--- src/adapter_port_pkg.sv ---
// constants, types and register map of the channel processor bus adapter port
// assumes one 250 MHz clock; bit n of a register sits at index 7-n
//
// Summary of operation
// - scanner access while deselected raises level 0
// - selected, unimplemented or outside register: no level 0
// - bad store data parity sets error bits 1,2
// - bad store address parity at 0x1000 and above sets error bits 2,4
// - injector register reads back with wrong parity
// - read-only store reads never raise level 0
// - exchange bits writable; bit 2 is 100 ms timer
// - exchange bits 0 or 1 raise level 1
// - transfer control bits read back as written
// - tag service writable except halt bit 4
// - tag service bit 1 sets bus check, level 0
// - buffers at page 2, addresses 0 to 3
// - buffer writes other than register loads set their busy flags
// - store ops and halfword write set busy
// - register loads and halfword reads leave busy
// - request with test drive latches diagnostic wrap
// - setting I/O tag clears interrupt wrap
// - channel wrap follows request once test drive
// - priority diagnostic latches, survives test drive reset
// - host write checked; level 1 fault else level 2
// - error status drops level 1, line id level 2
// - error register latches each level 0 source
// - level 0 highest, one request bit per level
package adapter_port_pkg;

    localparam logic [7:0] REG_HOST_EXCHANGE_CONTROL = 8'h00;
    localparam logic [7:0] REG_BUS_TRANSFER_CONTROL = 8'h01;
    localparam logic [7:0] REG_BUS_TAG_SERVICE = 8'h02;
    localparam logic [7:0] REG_ERROR_ORIGIN = 8'h03;
    localparam logic [7:0] REG_ADAPTER_SELECT_AND_WRAP = 8'h04;
    localparam logic [7:0] REG_HOST_INTERRUPT_PRIORITY = 8'h05;
    localparam logic [7:0] REG_PARITY_FAULT_INJECTOR = 8'h08;
    localparam logic [7:0] REG_PROGRAM_INTERRUPT = 8'h25;
    localparam logic [7:0] SCANNER_FIRST = 8'h10;
    localparam logic [7:0] SCANNER_LAST = 8'h23;
    localparam logic [7:0] REG_RESET = 8'h00;

    // field positions (index = 7 - documented bit number)
    localparam int XC_REQ0 = 7;
    localparam int XC_REQ1 = 6;
    localparam int XC_TIMER = 5;
    localparam int XC_PONG_BUSY = 1;
    localparam int BT_CHANNEL_REQ = 5;
    localparam int BT_PING_BUSY = 1;
    localparam int TS_BUS_CHECK = 6;
    localparam int TS_IO_TAG = 4;
    localparam int TS_HALT = 3;
    localparam int TS_TEST_DRIVE = 1;
    localparam int AS_ADAPTER_SEL = 1;
    localparam int AS_CHANNEL_WRAP = 0;
    localparam int HP_LEVEL1 = 6;
    localparam int HP_LEVEL2 = 5;
    localparam int HP_LEVEL1_DIAG = 4;
    localparam int HP_LEVEL2_DIAG = 3;
    localparam int HP_PRIORITY_HIGH = 2;
    localparam int HP_PRIORITY_DIAG = 1;
    localparam int ER_ADAPTER = 7;
    localparam int ER_DATA_PAR = 6;
    localparam int ER_PARITY = 5;
    localparam int ER_BUS_CHECK = 4;
    localparam int ER_ADDR_PAR = 3;

    localparam logic [2:0] BUF_PAGE = 3'h2;
    localparam logic [7:0] BUF_LAST_ADDR = 8'h03;
    localparam logic [15:0] STORE_CHECK_FIRST = 16'h1000;
    localparam logic [15:0] HOST_GOOD_DATA = 16'hFFFF;
    localparam logic [7:0] FAULT_HOST_CHECK = 8'h03;
    localparam logic [7:0] FAULT_NONE = 8'h00;

    localparam int TIMER_MS = 100;
    localparam int CLK_KHZ = 250000;
    localparam int TIMER_CYCLES = TIMER_MS * CLK_KHZ;

    typedef enum logic [2:0] {
        OP_REGISTER_LOAD,
        OP_REGISTER_LOAD_INC,
        OP_HALFWORD_REGISTER_LOAD,
        OP_CS_LOAD_HALFWORD,
        OP_CS_LOAD_HALFWORD_INC,
        OP_CS_STORE_HALFWORD,
        OP_CS_STORE_HALFWORD_INC
    } buf_op_e;

    typedef struct packed {
        logic valid;
        logic we;
        buf_op_e op;
        logic [2:0] page;
        logic [7:0] addr;
        logic [15:0] wdata;
    } buf_req_s;

    typedef struct packed {
        logic valid;
        logic [15:0] addr;
        logic addr_par;
        logic [15:0] data;
        logic data_par;
    } store_wr_s;

endpackage

--- src/io_bus_adapter_port.sv ---
// channel processor side of the host bus adapter: external registers,
// transfer buffers, parity checkers, host request levels and wrap logic
// assumes register port and buffer/store ports on CLK; host pins are async
`timescale 1ns/1ps
`default_nettype none

module io_bus_adapter_port
    import adapter_port_pkg::*;
#(
    parameter int unsigned TIMER_TICKS = TIMER_CYCLES
) (
    // clock and reset
    input wire logic CLK,
    input wire logic SRST,
    // external register port
    input wire logic [7:0] REG_ADDR,
    input wire logic [7:0] REG_WDATA,
    input wire logic REG_WR,
    input wire logic REG_RD,
    output logic [7:0] REG_RDATA,
    output logic REG_RDATA_PAR,
    // transfer buffer access
    input wire buf_req_s BUF_REQ,
    output logic [15:0] BUF_RDATA,
    // transfers into control store
    input wire store_wr_s STORE_WR,
    // processor interrupt levels
    output logic [7:0] PROC_INT_REQ,
    output logic PROC_INT_ANY,
    output logic [2:0] PROC_INT_LEVEL,
    // host bus pins
    input wire logic HOST_WRITE_STB,
    input wire logic [15:0] HOST_DATA,
    input wire logic HOST_IO_TAG,
    input wire logic HOST_TRANSFER_ACCEPT_TAG,
    input wire logic HOST_GET_ERROR_STATUS,
    input wire logic HOST_GET_LINE_ID,
    output logic HOST_REQUEST_LEVEL1,
    output logic HOST_REQUEST_LEVEL2,
    output logic HOST_CHANNEL_REQ,
    output logic HOST_PRIORITY_HIGH,
    output logic HOST_IO_TAG_OUT,
    output logic HALT_PULSE,
    output logic [7:0] FAULT_ISOLATION_CODE
);

    if (TIMER_TICKS < 2) begin : g_bad_timer
        $error("TIMER_TICKS must be at least 2");
    end

    function automatic logic hit(input logic stb, input logic [7:0] a, input logic [7:0] r);
        hit = stb && (a == r);
    endfunction

    // busy is set by anything that fills or moves a buffer via the store path
    function automatic logic sets_busy(input buf_op_e op, input logic we);
        unique case (op)
            OP_REGISTER_LOAD, OP_REGISTER_LOAD_INC: sets_busy = 1'b0;
            OP_HALFWORD_REGISTER_LOAD: sets_busy = we;
            OP_CS_LOAD_HALFWORD, OP_CS_LOAD_HALFWORD_INC: sets_busy = 1'b1;
            OP_CS_STORE_HALFWORD, OP_CS_STORE_HALFWORD_INC: sets_busy = 1'b1;
            default: sets_busy = 1'b0;
        endcase
    endfunction

    function automatic logic [2:0] top_level(input logic [7:0] req);
        top_level = 3'd7;
        for (int i = 0; i < 8; i++) begin
            if (req[i]) begin
                top_level = 3'(7 - i);
            end
        end
    endfunction

    logic [7:0] xc_q, xc_d;
    logic [7:0] bt_q, bt_d;
    logic [7:0] ts_q, ts_d;
    logic [7:0] er_q, er_d;
    logic [7:0] as_q, as_d;
    logic [7:0] hp_q, hp_d;
    logic [7:0] inj_q;
    logic [7:0] pci_q;
    logic [7:0] pci_req_q;
    logic [31:0] timer_q;
    logic timer_tick;
    logic halt_q;
    logic [7:0] fault_q;
    logic [15:0] buf_mem [2];
    logic [15:0] buf_rdata_q;
    logic [7:0] rdata_q;
    logic rpar_q;

    logic wr_xc, wr_bt, wr_ts, wr_er, wr_as, wr_hp;
    logic any_access, in_scanner, adapter_err;
    logic buf_hit, buf_busy_set, ping_set, pong_set;
    logic data_par_err, addr_par_err;
    logic test_drive, io_tag_set;

    // host pins: two-flop synchronisers, third stage for edges
    localparam int HW = 21;
    logic [HW-1:0] host_s1_q, host_s2_q;
    logic [2:0] host_s3_q;
    logic host_write_ev, host_ges_ev, host_gli_ev;
    logic host_io, host_ta;
    logic [15:0] host_data;
    logic resp_ok, resp_err;

    always_ff @(posedge CLK) begin
        if (SRST) begin
            host_s1_q <= '0;
            host_s2_q <= '0;
            host_s3_q <= '0;
        end else begin
            host_s1_q <= {HOST_WRITE_STB, HOST_GET_ERROR_STATUS, HOST_GET_LINE_ID,
                          HOST_IO_TAG, HOST_TRANSFER_ACCEPT_TAG, HOST_DATA};
            host_s2_q <= host_s1_q;
            host_s3_q <= host_s2_q[HW-1:HW-3];
        end
    end

    assign host_write_ev = host_s2_q[HW-1] && !host_s3_q[2];
    assign host_ges_ev = host_s2_q[HW-2] && !host_s3_q[1];
    assign host_gli_ev = host_s2_q[HW-3] && !host_s3_q[0];
    assign host_io = host_s2_q[17];
    assign host_ta = host_s2_q[16];
    assign host_data = host_s2_q[15:0];

    // host programmed write: tags on, first buffer idle, data all ones
    assign resp_ok = host_write_ev && host_io && host_ta && !bt_q[BT_PING_BUSY]
                     && (host_data == HOST_GOOD_DATA);
    assign resp_err = host_write_ev && !resp_ok;

    assign wr_xc = hit(REG_WR, REG_ADDR, REG_HOST_EXCHANGE_CONTROL);
    assign wr_bt = hit(REG_WR, REG_ADDR, REG_BUS_TRANSFER_CONTROL);
    assign wr_ts = hit(REG_WR, REG_ADDR, REG_BUS_TAG_SERVICE);
    assign wr_er = hit(REG_WR, REG_ADDR, REG_ERROR_ORIGIN);
    assign wr_as = hit(REG_WR, REG_ADDR, REG_ADAPTER_SELECT_AND_WRAP);
    assign wr_hp = hit(REG_WR, REG_ADDR, REG_HOST_INTERRUPT_PRIORITY);

    assign any_access = REG_WR || REG_RD;
    assign in_scanner = (REG_ADDR >= SCANNER_FIRST) && (REG_ADDR <= SCANNER_LAST);
    // only the scanner window is checked; other numbers never fault
    assign adapter_err = any_access && in_scanner && !as_q[AS_ADAPTER_SEL];

    assign buf_hit = BUF_REQ.valid && (BUF_REQ.page == BUF_PAGE)
                     && (BUF_REQ.addr <= BUF_LAST_ADDR);
    assign buf_busy_set = buf_hit && sets_busy(BUF_REQ.op, BUF_REQ.we);
    assign ping_set = buf_busy_set && !BUF_REQ.addr[1];
    assign pong_set = buf_busy_set && BUF_REQ.addr[1];

    // odd parity; read-only store reads have no port here, so never fault
    assign data_par_err = STORE_WR.valid && !(^{STORE_WR.data, STORE_WR.data_par});
    assign addr_par_err = STORE_WR.valid && (STORE_WR.addr >= STORE_CHECK_FIRST)
                          && !(^{STORE_WR.addr, STORE_WR.addr_par});

    assign test_drive = ts_q[TS_TEST_DRIVE];
    assign io_tag_set = wr_ts && REG_WDATA[TS_IO_TAG];
    assign timer_tick = (timer_q == 32'(TIMER_TICKS - 1));

    always_ff @(posedge CLK) begin
        if (SRST) begin
            timer_q <= '0;
        end else if (timer_tick) begin
            timer_q <= '0;
        end else begin
            timer_q <= timer_q + 32'd1;
        end
    end

    // exchange control: timer bit set by hardware, only cleared by software
    always_comb begin
        xc_d = xc_q;
        if (wr_xc) begin
            xc_d = (REG_WDATA & ~(8'h01 << XC_TIMER)) | (xc_q & REG_WDATA & (8'h01 << XC_TIMER));
        end
        if (timer_tick) begin
            xc_d[XC_TIMER] = 1'b1;
        end
        if (pong_set) begin
            xc_d[XC_PONG_BUSY] = 1'b1;
        end
    end

    always_ff @(posedge CLK) begin
        if (SRST) begin
            xc_q <= REG_RESET;
        end else begin
            xc_q <= xc_d;
        end
    end

    always_comb begin
        bt_d = bt_q;
        if (wr_bt) begin
            bt_d = REG_WDATA;
        end
        if (ping_set) begin
            bt_d[BT_PING_BUSY] = 1'b1;
        end
    end

    always_ff @(posedge CLK) begin
        if (SRST) begin
            bt_q <= REG_RESET;
        end else begin
            bt_q <= bt_d;
        end
    end

    // halt is a write-only action, never stored
    always_comb begin
        ts_d = ts_q;
        if (wr_ts) begin
            ts_d = REG_WDATA & ~(8'h01 << TS_HALT);
        end
    end

    always_ff @(posedge CLK) begin
        if (SRST) begin
            ts_q <= REG_RESET;
            halt_q <= 1'b0;
        end else begin
            ts_q <= ts_d;
            halt_q <= wr_ts && REG_WDATA[TS_HALT];
        end
    end

    // error origin: sources win over a software write in the same cycle
    always_comb begin
        er_d = er_q;
        if (wr_er) begin
            er_d = REG_WDATA;
        end
        if (adapter_err) begin
            er_d[ER_ADAPTER] = 1'b1;
        end
        if (wr_ts && REG_WDATA[TS_BUS_CHECK]) begin
            er_d[ER_BUS_CHECK] = 1'b1;
        end
        if (data_par_err) begin
            er_d[ER_DATA_PAR] = 1'b1;
            er_d[ER_PARITY] = 1'b1;
        end
        if (addr_par_err) begin
            er_d[ER_ADDR_PAR] = 1'b1;
            er_d[ER_PARITY] = 1'b1;
        end
    end

    always_ff @(posedge CLK) begin
        if (SRST) begin
            er_q <= REG_RESET;
        end else begin
            er_q <= er_d;
        end
    end

    // channel wrap only follows the request once test drive has been seen
    always_comb begin
        as_d = as_q;
        if (wr_as) begin
            as_d[AS_ADAPTER_SEL] = REG_WDATA[AS_ADAPTER_SEL];
        end
        as_d[AS_CHANNEL_WRAP] = (as_q[AS_CHANNEL_WRAP] || test_drive)
                                && bt_q[BT_CHANNEL_REQ];
    end

    always_ff @(posedge CLK) begin
        if (SRST) begin
            as_q <= REG_RESET;
        end else begin
            as_q <= as_d;
        end
    end

    always_comb begin
        hp_d = hp_q;
        if (wr_hp) begin
            hp_d[HP_LEVEL1] = REG_WDATA[HP_LEVEL1];
            hp_d[HP_LEVEL2] = REG_WDATA[HP_LEVEL2];
            hp_d[HP_PRIORITY_HIGH] = REG_WDATA[HP_PRIORITY_HIGH];
        end
        if (host_ges_ev) begin
            hp_d[HP_LEVEL1] = 1'b0;
        end
        if (host_gli_ev) begin
            hp_d[HP_LEVEL2] = 1'b0;
        end
        if (resp_err) begin
            hp_d[HP_LEVEL1] = 1'b1;
        end
        if (resp_ok) begin
            hp_d[HP_LEVEL2] = 1'b1;
        end
        hp_d[HP_LEVEL1_DIAG] = !io_tag_set && (hp_q[HP_LEVEL1_DIAG]
                               || (hp_q[HP_LEVEL1] && test_drive));
        hp_d[HP_LEVEL2_DIAG] = !io_tag_set && (hp_q[HP_LEVEL2_DIAG]
                               || (hp_q[HP_LEVEL2] && test_drive));
        hp_d[HP_PRIORITY_DIAG] = (hp_q[HP_PRIORITY_DIAG] || test_drive)
                                 && hp_q[HP_PRIORITY_HIGH];
    end

    always_ff @(posedge CLK) begin
        if (SRST) begin
            hp_q <= REG_RESET;
            fault_q <= FAULT_NONE;
        end else begin
            hp_q <= hp_d;
            if (resp_err) begin
                fault_q <= FAULT_HOST_CHECK;
            end
        end
    end

    always_ff @(posedge CLK) begin
        if (SRST) begin
            inj_q <= REG_RESET;
            pci_q <= REG_RESET;
        end else begin
            if (hit(REG_WR, REG_ADDR, REG_PARITY_FAULT_INJECTOR)) begin
                inj_q <= REG_WDATA;
            end
            if (hit(REG_WR, REG_ADDR, REG_PROGRAM_INTERRUPT)) begin
                pci_q <= REG_WDATA;
            end
        end
    end

    // index 7 is level 0 (highest), index 0 is level 7
    always_ff @(posedge CLK) begin
        if (SRST) begin
            pci_req_q <= REG_RESET;
        end else begin
            pci_req_q <= pci_q | {|er_q, xc_q[XC_REQ0] || xc_q[XC_REQ1], 6'h00};
        end
    end

    always_ff @(posedge CLK) begin
        if (buf_hit && BUF_REQ.we) begin
            buf_mem[BUF_REQ.addr[1]] <= BUF_REQ.wdata;
        end
    end

    always_ff @(posedge CLK) begin
        if (SRST) begin
            buf_rdata_q <= '0;
        end else if (buf_hit && !BUF_REQ.we) begin
            buf_rdata_q <= buf_mem[BUF_REQ.addr[1]];
        end
    end

    // read data one cycle after the strobe; unmapped numbers read zero
    always_ff @(posedge CLK) begin
        if (SRST) begin
            rdata_q <= '0;
            rpar_q <= 1'b1;
        end else if (REG_RD) begin
            unique case (REG_ADDR)
                REG_HOST_EXCHANGE_CONTROL: rdata_q <= xc_q;
                REG_BUS_TRANSFER_CONTROL: rdata_q <= bt_q;
                REG_BUS_TAG_SERVICE: rdata_q <= ts_q;
                REG_ERROR_ORIGIN: rdata_q <= er_q;
                REG_ADAPTER_SELECT_AND_WRAP: rdata_q <= as_q;
                REG_HOST_INTERRUPT_PRIORITY: rdata_q <= hp_q;
                REG_PARITY_FAULT_INJECTOR: rdata_q <= inj_q;
                REG_PROGRAM_INTERRUPT: rdata_q <= pci_req_q;
                default: rdata_q <= 8'h00;
            endcase
            unique case (REG_ADDR)
                REG_HOST_EXCHANGE_CONTROL: rpar_q <= ~^xc_q;
                REG_BUS_TRANSFER_CONTROL: rpar_q <= ~^bt_q;
                REG_BUS_TAG_SERVICE: rpar_q <= ~^ts_q;
                REG_ERROR_ORIGIN: rpar_q <= ~^er_q;
                REG_ADAPTER_SELECT_AND_WRAP: rpar_q <= ~^as_q;
                REG_HOST_INTERRUPT_PRIORITY: rpar_q <= ~^hp_q;
                REG_PARITY_FAULT_INJECTOR: rpar_q <= ^inj_q;
                REG_PROGRAM_INTERRUPT: rpar_q <= ~^pci_req_q;
                default: rpar_q <= 1'b1;
            endcase
        end
    end

    assign REG_RDATA = rdata_q;
    assign REG_RDATA_PAR = rpar_q;
    assign BUF_RDATA = buf_rdata_q;
    assign PROC_INT_REQ = pci_req_q;
    assign PROC_INT_ANY = |pci_req_q;
    assign PROC_INT_LEVEL = top_level(pci_req_q);
    // test drive holds the request outputs off the bus (I/O tag out still driven); requests only wrap internally
    assign HOST_REQUEST_LEVEL1 = hp_q[HP_LEVEL1] && !test_drive;
    assign HOST_REQUEST_LEVEL2 = hp_q[HP_LEVEL2] && !test_drive;
    assign HOST_CHANNEL_REQ = bt_q[BT_CHANNEL_REQ] && !test_drive;
    assign HOST_PRIORITY_HIGH = hp_q[HP_PRIORITY_HIGH] && !test_drive;
    assign HOST_IO_TAG_OUT = ts_q[TS_IO_TAG];
    assign HALT_PULSE = halt_q;
    assign FAULT_ISOLATION_CODE = fault_q;

    property p_adapter_err;
        @(posedge CLK) disable iff (SRST)
        adapter_err |=> er_q[ER_ADAPTER] ##1 PROC_INT_REQ[7];
    endproperty
    a_adapter_err: assert property (p_adapter_err) else $error("deselected access missed");

    property p_selected_quiet;
        @(posedge CLK) disable iff (SRST)
        (any_access && as_q[AS_ADAPTER_SEL] && !er_q[ER_ADAPTER] && !wr_er)
        |=> !er_q[ER_ADAPTER];
    endproperty
    a_selected_quiet: assert property (p_selected_quiet) else $error("selected access faulted");

    property p_data_par;
        @(posedge CLK) disable iff (SRST)
        data_par_err |=> er_q[ER_DATA_PAR] && er_q[ER_PARITY];
    endproperty
    a_data_par: assert property (p_data_par) else $error("data parity not latched");

    property p_addr_par;
        @(posedge CLK) disable iff (SRST)
        addr_par_err |=> er_q[ER_ADDR_PAR] && er_q[ER_PARITY] ##1 PROC_INT_REQ[7];
    endproperty
    a_addr_par: assert property (p_addr_par) else $error("address parity not latched");

    property p_inject;
        @(posedge CLK) disable iff (SRST)
        hit(REG_RD, REG_ADDR, REG_PARITY_FAULT_INJECTOR) |=> (REG_RDATA_PAR == ^REG_RDATA);
    endproperty
    a_inject: assert property (p_inject) else $error("injector parity is good");

    property p_timer;
        @(posedge CLK) disable iff (SRST)
        timer_tick |=> xc_q[XC_TIMER];
    endproperty
    a_timer: assert property (p_timer) else $error("timer bit not set");

    property p_level1_proc;
        @(posedge CLK) disable iff (SRST)
        (xc_q[XC_REQ0] || xc_q[XC_REQ1]) |=> PROC_INT_REQ[6];
    endproperty
    a_level1_proc: assert property (p_level1_proc) else $error("level 1 not raised");

    property p_busy;
        @(posedge CLK) disable iff (SRST)
        buf_busy_set |=> ($past(BUF_REQ.addr[1]) ? xc_q[XC_PONG_BUSY] : bt_q[BT_PING_BUSY]);
    endproperty
    a_busy: assert property (p_busy) else $error("busy flag not set");

    property p_no_busy;
        @(posedge CLK) disable iff (SRST)
        (buf_hit && !bt_q[BT_PING_BUSY] && !BUF_REQ.addr[1] && !wr_bt
         && (BUF_REQ.op inside {OP_REGISTER_LOAD, OP_REGISTER_LOAD_INC}))
        |=> !bt_q[BT_PING_BUSY];
    endproperty
    a_no_busy: assert property (p_no_busy) else $error("register load set busy");

    property p_diag_hold;
        @(posedge CLK) disable iff (SRST)
        (hp_q[HP_LEVEL1] && test_drive && !io_tag_set) |=> hp_q[HP_LEVEL1_DIAG]
        ##1 (hp_q[HP_LEVEL1_DIAG] || $past(io_tag_set));
    endproperty
    a_diag_hold: assert property (p_diag_hold) else $error("level 1 wrap lost");

    property p_host_reply;
        @(posedge CLK) disable iff (SRST)
        resp_err |=> hp_q[HP_LEVEL1] && (FAULT_ISOLATION_CODE == FAULT_HOST_CHECK);
    endproperty
    a_host_reply: assert property (p_host_reply) else $error("host fault not shown");

    property p_host_clear;
        @(posedge CLK) disable iff (SRST)
        (host_gli_ev && !resp_ok && !wr_hp) |=> !hp_q[HP_LEVEL2];
    endproperty
    a_host_clear: assert property (p_host_clear) else $error("level 2 not dropped");

endmodule

`default_nettype wire

--- config.mk ---
export PLATFORM = sky130hd
export DESIGN_NAME = io_bus_adapter_port
export DESIGN_NICKNAME = d
export VERILOG_FILES = /design/src/adapter_port_pkg.sv /design/src/io_bus_adapter_port.sv
export SDC_FILE = /design/constraint.sdc
export NUM_CORES = 1
export LEC_CHECK = 0
export BUFFER_PORTS_ARGS = -buffer_cell sky130_fd_sc_hd__buf_2
export CORE_MARGIN = 1
export CORE_UTILIZATION = 45
export CTS_CLUSTER_SIZE = 24
export DETAILED_ROUTE_END_ITERATION = 6
export PLACE_DENSITY = 0.75
export SLEW_MARGIN = 20
export SYNTH_ARGS = -nofsm -noshare
export SYNTH_HDL_FRONTEND = slang
export SYNTH_SLANG_ARGS = --single-unit
export TNS_END_PERCENT = 10
--- constraint.sdc ---
create_clock -name CLK -period 7.9 [get_ports CLK]
set_clock_uncertainty 0.15 [all_clocks]
set_input_delay 0.79 -clock CLK [delete_from_list [all_inputs] [get_ports CLK]]
set_output_delay 0.79 -clock CLK [all_outputs]
set_load 0.05 [all_outputs]
# [Yosys cells after proc, flatten, opt, wreduce, memory -nomap -nowiden]
# Memory sizes are Yosys's and may differ from the RTL's. A register that Yosys moved wholly into a read port is not among the register bits.
# Index checks and enable logic that the tools add are counted.
[op_classes] n_addsub=1 n_mul=0 n_div=0 magnitude_cmp=4 n_eq_ne=15 shifts=0 mux=28 bitwise=3 n_reduce_logical=85
[ops] op="8-bit case mux with 8 select lines" n=1
[ops] op="8-bit XNOR reduction" n=7
[ops] op="1-bit logical AND" n=42
[ops] op="17-bit XOR reduction" n=2
[ops] op="32-bit by 1-bit adder with 32-bit output, second input constant" n=1
[ops] op="32-bit by 25-bit == test with 1-bit output, second input constant" n=1
[ops] op="3-bit two-way mux" n=6
[ops] op="16-bit == test, second input constant" n=1
[ops] op="8-bit by 2-bit == test with 1-bit output, second input constant" n=2
[ops] op="8-bit by 3-bit == test with 1-bit output, second input constant" n=2
[ops] op="16-bit by 13-bit greater-or-equal comparator with 1-bit output, second input constant" n=1
[ops] op="8-bit OR reduction" n=2
[ops] op="1-bit two-way mux" n=14
[ops] op="2-bit nonzero test" n=7
[ops] op="1-bit logical NOT" n=12
[ops] op="3-bit by 2-bit == test with 1-bit output, second input constant" n=3
[ops] op="3-bit == test, second input constant" n=3
[ops] op="3-bit nonzero test" n=3
[ops] op="8-bit by 1-bit == test with 1-bit output, second input constant" n=1
[ops] op="8-bit by 4-bit == test with 1-bit output, second input constant" n=1
[ops] op="8-bit by 6-bit == test with 1-bit output, second input constant" n=1
[ops] op="8-bit by 5-bit greater-or-equal comparator with 1-bit output, second input constant" n=1
[ops] op="8-bit by 2-bit <= comparator with 1-bit output, second input constant" n=1
[ops] op="8-bit by 6-bit <= comparator with 1-bit output, second input constant" n=1
[ops] op="other kinds (13)" n=20
[word_totals] reg_bits=151 latchBits=0 mem_bits_rw=32 romBits=0 out_inout_bits=51 word_cells=166 memories=1
[mem_list] memory="buf_mem" words=2 width=16 rd=1 rd_ports_with_merged_regs=1 wr=1 line="io_bus_adapter_port.sv:88" rtl="logic [15:0] buf_mem [2];"

# [Logic depth before layout (Yosys ltp)]
[logic_depth] ltp_word=9 mapped_depth=8

# [Worst setup path before layout]
# No wires, ideal clock.
[synth_timing] path_kind="input to register" start="input port BUF_REQ[19] (netlist name)" end="memory buf_mem[0][0] (enable)" setup_time_ns=0.413 arrival_time_ns=2.492 path_slack_ns=4.845 path_stages=3 n_path_buf=0 path_cell_list="nor4_1 nand3_1 nor3b_1"
[synth_via] elab_chain_cells=5
[synth_lines] element="start: declaration" line="io_bus_adapter_port.sv:23" rtl="input wire buf_req_s BUF_REQ,"
[synth_lines] element="8-bit by 2-bit <= comparator with 1-bit output" line="io_bus_adapter_port.sv:146" rtl="&& (BUF_REQ.addr <= BUF_LAST_ADDR);"
[synth_lines] element="1-bit logical AND" line="io_bus_adapter_port.sv:146"
[synth_lines] element="1-bit logical AND" line="io_bus_adapter_port.sv:339" rtl="if (buf_hit && BUF_REQ.we) begin"
[synth_lines] element="1-bit two-way mux" line="io_bus_adapter_port.sv:339"
[synth_lines] element="1-bit two-way mux (implied by the code)" line="io_bus_adapter_port.sv:340" rtl="buf_mem[BUF_REQ.addr[1]] <= BUF_REQ.wdata;"
[synth_lines] element="end: declaration" line="io_bus_adapter_port.sv:88"
# No other way between the ends.

# [Worst setup path in the final report]
[layout_timing] start="input port REG_ADDR[5]" end="register inj_q[2]"
[layout_via] elab_chain_cells=2
[layout_lines] element="start: declaration" line="io_bus_adapter_port.sv:16" rtl="input wire logic [7:0] REG_ADDR,"
[layout_lines] element="8-bit by 4-bit == test with 1-bit output" line="io_bus_adapter_port.sv:52" rtl="hit = stb && (a == r);"
[layout_lines] element="1-bit logical AND" line="io_bus_adapter_port.sv:52"
[layout_lines] element="end signal: assignment" line="io_bus_adapter_port.sv:317" rtl="inj_q <= REG_RESET;"
[layout_lines] element="end signal: assignment" line="io_bus_adapter_port.sv:321" rtl="inj_q <= REG_WDATA;"
[layout_lines] element="end: declaration" line="io_bus_adapter_port.sv:81" rtl="logic [7:0] inj_q;"
# No other way between the ends.
# A chain may end at the register's enable or synchronous reset.

==> impl_metrics.toml <==
[power]
p_sw_uw = 529.1
leakage_uw = 0.003964
internal-power_uw = 1574
netSwitchingFraction_pct = 25.16
p_clk_share_pct = 39.5
seq_power_share_pct = 50.4
combPwrFrac_pct = 10.1
powerDensity_nw_per_um2 = 210.2
ir_drop_mv = 0.1581

[cts]
cts_sinks = 199
clock_latency_ns = 0.43
cts_htree_levels = 4
cts_tree = "yes"
cts_hold_buffers = 0
cts_root_buffer = "clkbuf_16"
post_cts_resized = 0
path_clk_slew_ns = 0.07
cts_inserted_buffers = 17
cts.path.max_buffers = 2
post_cts_buffers = 0

[layout]
final-seq-area_um2 = 4304
n_antenna_cell = 0
nets = 1109
nFillCells = 1660
area_growth_pct = 16.73
layout-drive-gt1-share_pct = 20.52
fin_area_um2 = 10000
utilization_pct = 53.48
multiInputGateArea_um2 = 3955

[flow_run]
cap_violations = 0

[die]
initial_core_util_pct = 45.81
die_area_um2 = 19600
coreArea_um2 = 18710
pin_count = 159
die-width_um = 140.0
rows = 50
die_h_um = 140.0

[route]
routed_wl_um = 18030
num_vias = 6352
antenna_left = 0
met1_length_um = 7965
top_layer_used = "met4"
routedWlPerCell_um = 14.56
drc = 0
viasPerCell = 5.131
drt_iter0_markers = 369
firstDrtPassIters = 5
wl_met3_um = 801
met2RoutedLength_um = 8834

[timing]
finalCriticalPeriod_ns = 2.744
rsz0062_at_grt = "false"
slew_violations = 0
period_share_pct = 34.73
worst_slew_pin_slew_ns = 0.8209
report.final.setup_viol = 0
max-slew-margin-rel_pct = 45.16
timing.fmax_ghz = 0.3645
tns_ns = 0
timing_hold_violations_final = 0

[yosys]
postSynthCellCount = 863
ys_types = 62
async_flop_share_pct = 0
synth_area_um2 = 8569
synth_edf_count = 32
avgSynthCellArea_um2 = 9.930
yosys_warnings = 0
seq_area_frac_synth_pct = 50.23
ys_ff_latch = 199
ys.flop_type = "dfxtp_1"

[critical_path]
cp-end-kind = "flop"
worst-endpoint-required_ns = 8.04
cp_max_fo = 18
start_kind = "input port"
path_class = "in -> reg"
arrival_ns = 2.88

[global_route]
antenna_found_initial = 0
grt_usage_pct = 18.85
overflow = 0
grt_pass1_vias = 5829
grt_first_pass_wirelength_um = 29190
grt_max_degree = 76

[min_path]
hold_path_class = "reg -> reg"

[placement]
gp_congestion = 0.8908
numPortBuffers = 151
place_area_um2 = 9425
post-dp-hpwl_um = 12620

[run_status]
status = "finished, final reports clean"
## power groups by stage
stage                     Combinational (uW)  Clock [uW]  Sequential (uW)
after global routing                     232         888             1060
final                                    212         830             1060
after global placement                   209           0             1080
after CTS                                213         844             1060
after detailed placement                 213           0             1080
after floorplan                          149           0             1090
## final cells by class
| class | instances | area share, % |
|---|---|---|
| clock inverters | 12 | 1.063 |
| repair buffers | 153 | 7.730 |
| flip-flops and latches | 199 | 43.03 |
| clock buffers | 20 | 4.665 |
| inverters | 28 | 1.051 |
| multi-input cells | 592 | 39.54 |
| well taps | 234 | 2.927 |
## logic make-up after synthesis
logic type	synth area share (%)
and+or+nand+nor	19.17
AOI/OAI and AO/OA	7.680
buffers and inverters	3.986
adders and majority gates	1.460
DFF	50.23
xor gates and xnor gates	10.19
other	0.04376
muxes	7.242
## cell usage in the layout, fill, tap and decap left out, types with 9 or more instances in the layout
cell / count
dfxtp_1: 167
nor2b_1: 58
xnor2_1: 69
a211oi_1: 19
and3_1: 11
nand3_1: 26
buf_2: 150
nor2_1: 102
nand4_1: 11
edfxtp_1: 32
clkbuf_16: 17
nor3_1: 9
mux2i_1: 53
a21oi_1: 36
ha_1: 10
xor2_1: 23
inv_1: 28
nand2_1: 63
## stage by stage
stage / hold WS (ns) / power [uW] / setup slack [ns] / cells
after floorplan: 0.2638 / 1235 / 4.845 / 868
after global placement: 0.2699 / 1292 / 4.776 / 1206
after detailed placement: 0.2704 / 1296 / 4.779 / 1206
after CTS: 0.2874 / 2117 / 5.168 / 1238
after global routing: 0.2995 / 2182 / 5.093 / 1238
final: 0.2861 / 2103 / 5.156 / 1238
## layer usage
| layer | up-vias | global-route usage, % |
|---|---|---|
| li1 | 3201 | - |
| met1 | 2959 | 22.77 |
| met2 | 162 | 32.45 |
| met3 | 30 | 4.308 |
| met4 | 0 | 7.519 |
| met5 | - | 0 |
## critical path, cell delays in order
cell     delay [ns]
buf_2          0.23
or4_4          0.57
nor4_4         0.40
and3_1         0.56
mux2i_1        0.27
nor2_1         0.07
## cells in the mapped netlist (3+ instances only)
master     number  area [um^2]
xnor2_1        69        604.3
nor4_1          8        50.05
dfxtp_1       167         3343
a2bb2oi_1       4        35.03
buf_4           7        52.55
and3_1         11        68.82
a21oi_1        36        180.2
mux2_2          8        90.09
clkbuf_1       28        105.1
nand2b_1        3        18.77
a211oi_1       19        142.6
a22oi_1         6        45.04
mux2i_1        53        530.5
a32oi_1         4        35.03
edfxtp_1       32        960.9
a31oi_1         4        25.02
ha_1           10        125.1
nand2_1        63        236.5
and4_1          4        35.03
nand4_1        11        68.82
a221oi_1        5        43.79
nor2b_1        58        362.9
nand3_1        26        130.1
nor3_1          9        45.04
inv_1          28        105.1
xnor3_1         3        67.56
nor2_1        103        386.6
buf_1           3        11.26
nor3b_1         4        30.03
o21ai_0         5        25.02
buf_2           8        40.04
o22ai_1         4        25.02
xor2_1         23        201.4
or2_2           3        18.77
## final timing paths
kind / slack [ns] / end / from / cells after the start
worst min register to register: 0.29 / host_s2_q[11] / host_s1_q[11] / 1
worst min-delay path: 0.29 / host_s2_q[11] / host_s1_q[11] / 1
worst max-delay path: 5.16 / inj_q[2] / REG_ADDR[5] / 6
worst max register to register: 5.56 / timer_q[19] / timer_q[0] / 6
## state kept, by name, summed over array words and instances, names as in the netlist
signal,cells
PROC_INT_REQ,8
buf_mem,32
er_q,8
host_s1_q,21
inj_q,8
ts_q,7
host_s2_q,21
as_q,2
hp_q,6
HALT_PULSE,1
host_s3_q,3
REG_RDATA_PAR,1
xc_q,8
pci_q,8
BUF_RDATA,16
REG_RDATA,8
timer_q,32
FAULT_ISOLATION_CODE,1
bt_q,8
Note: power is estimated with default switching activity, not from simulation.
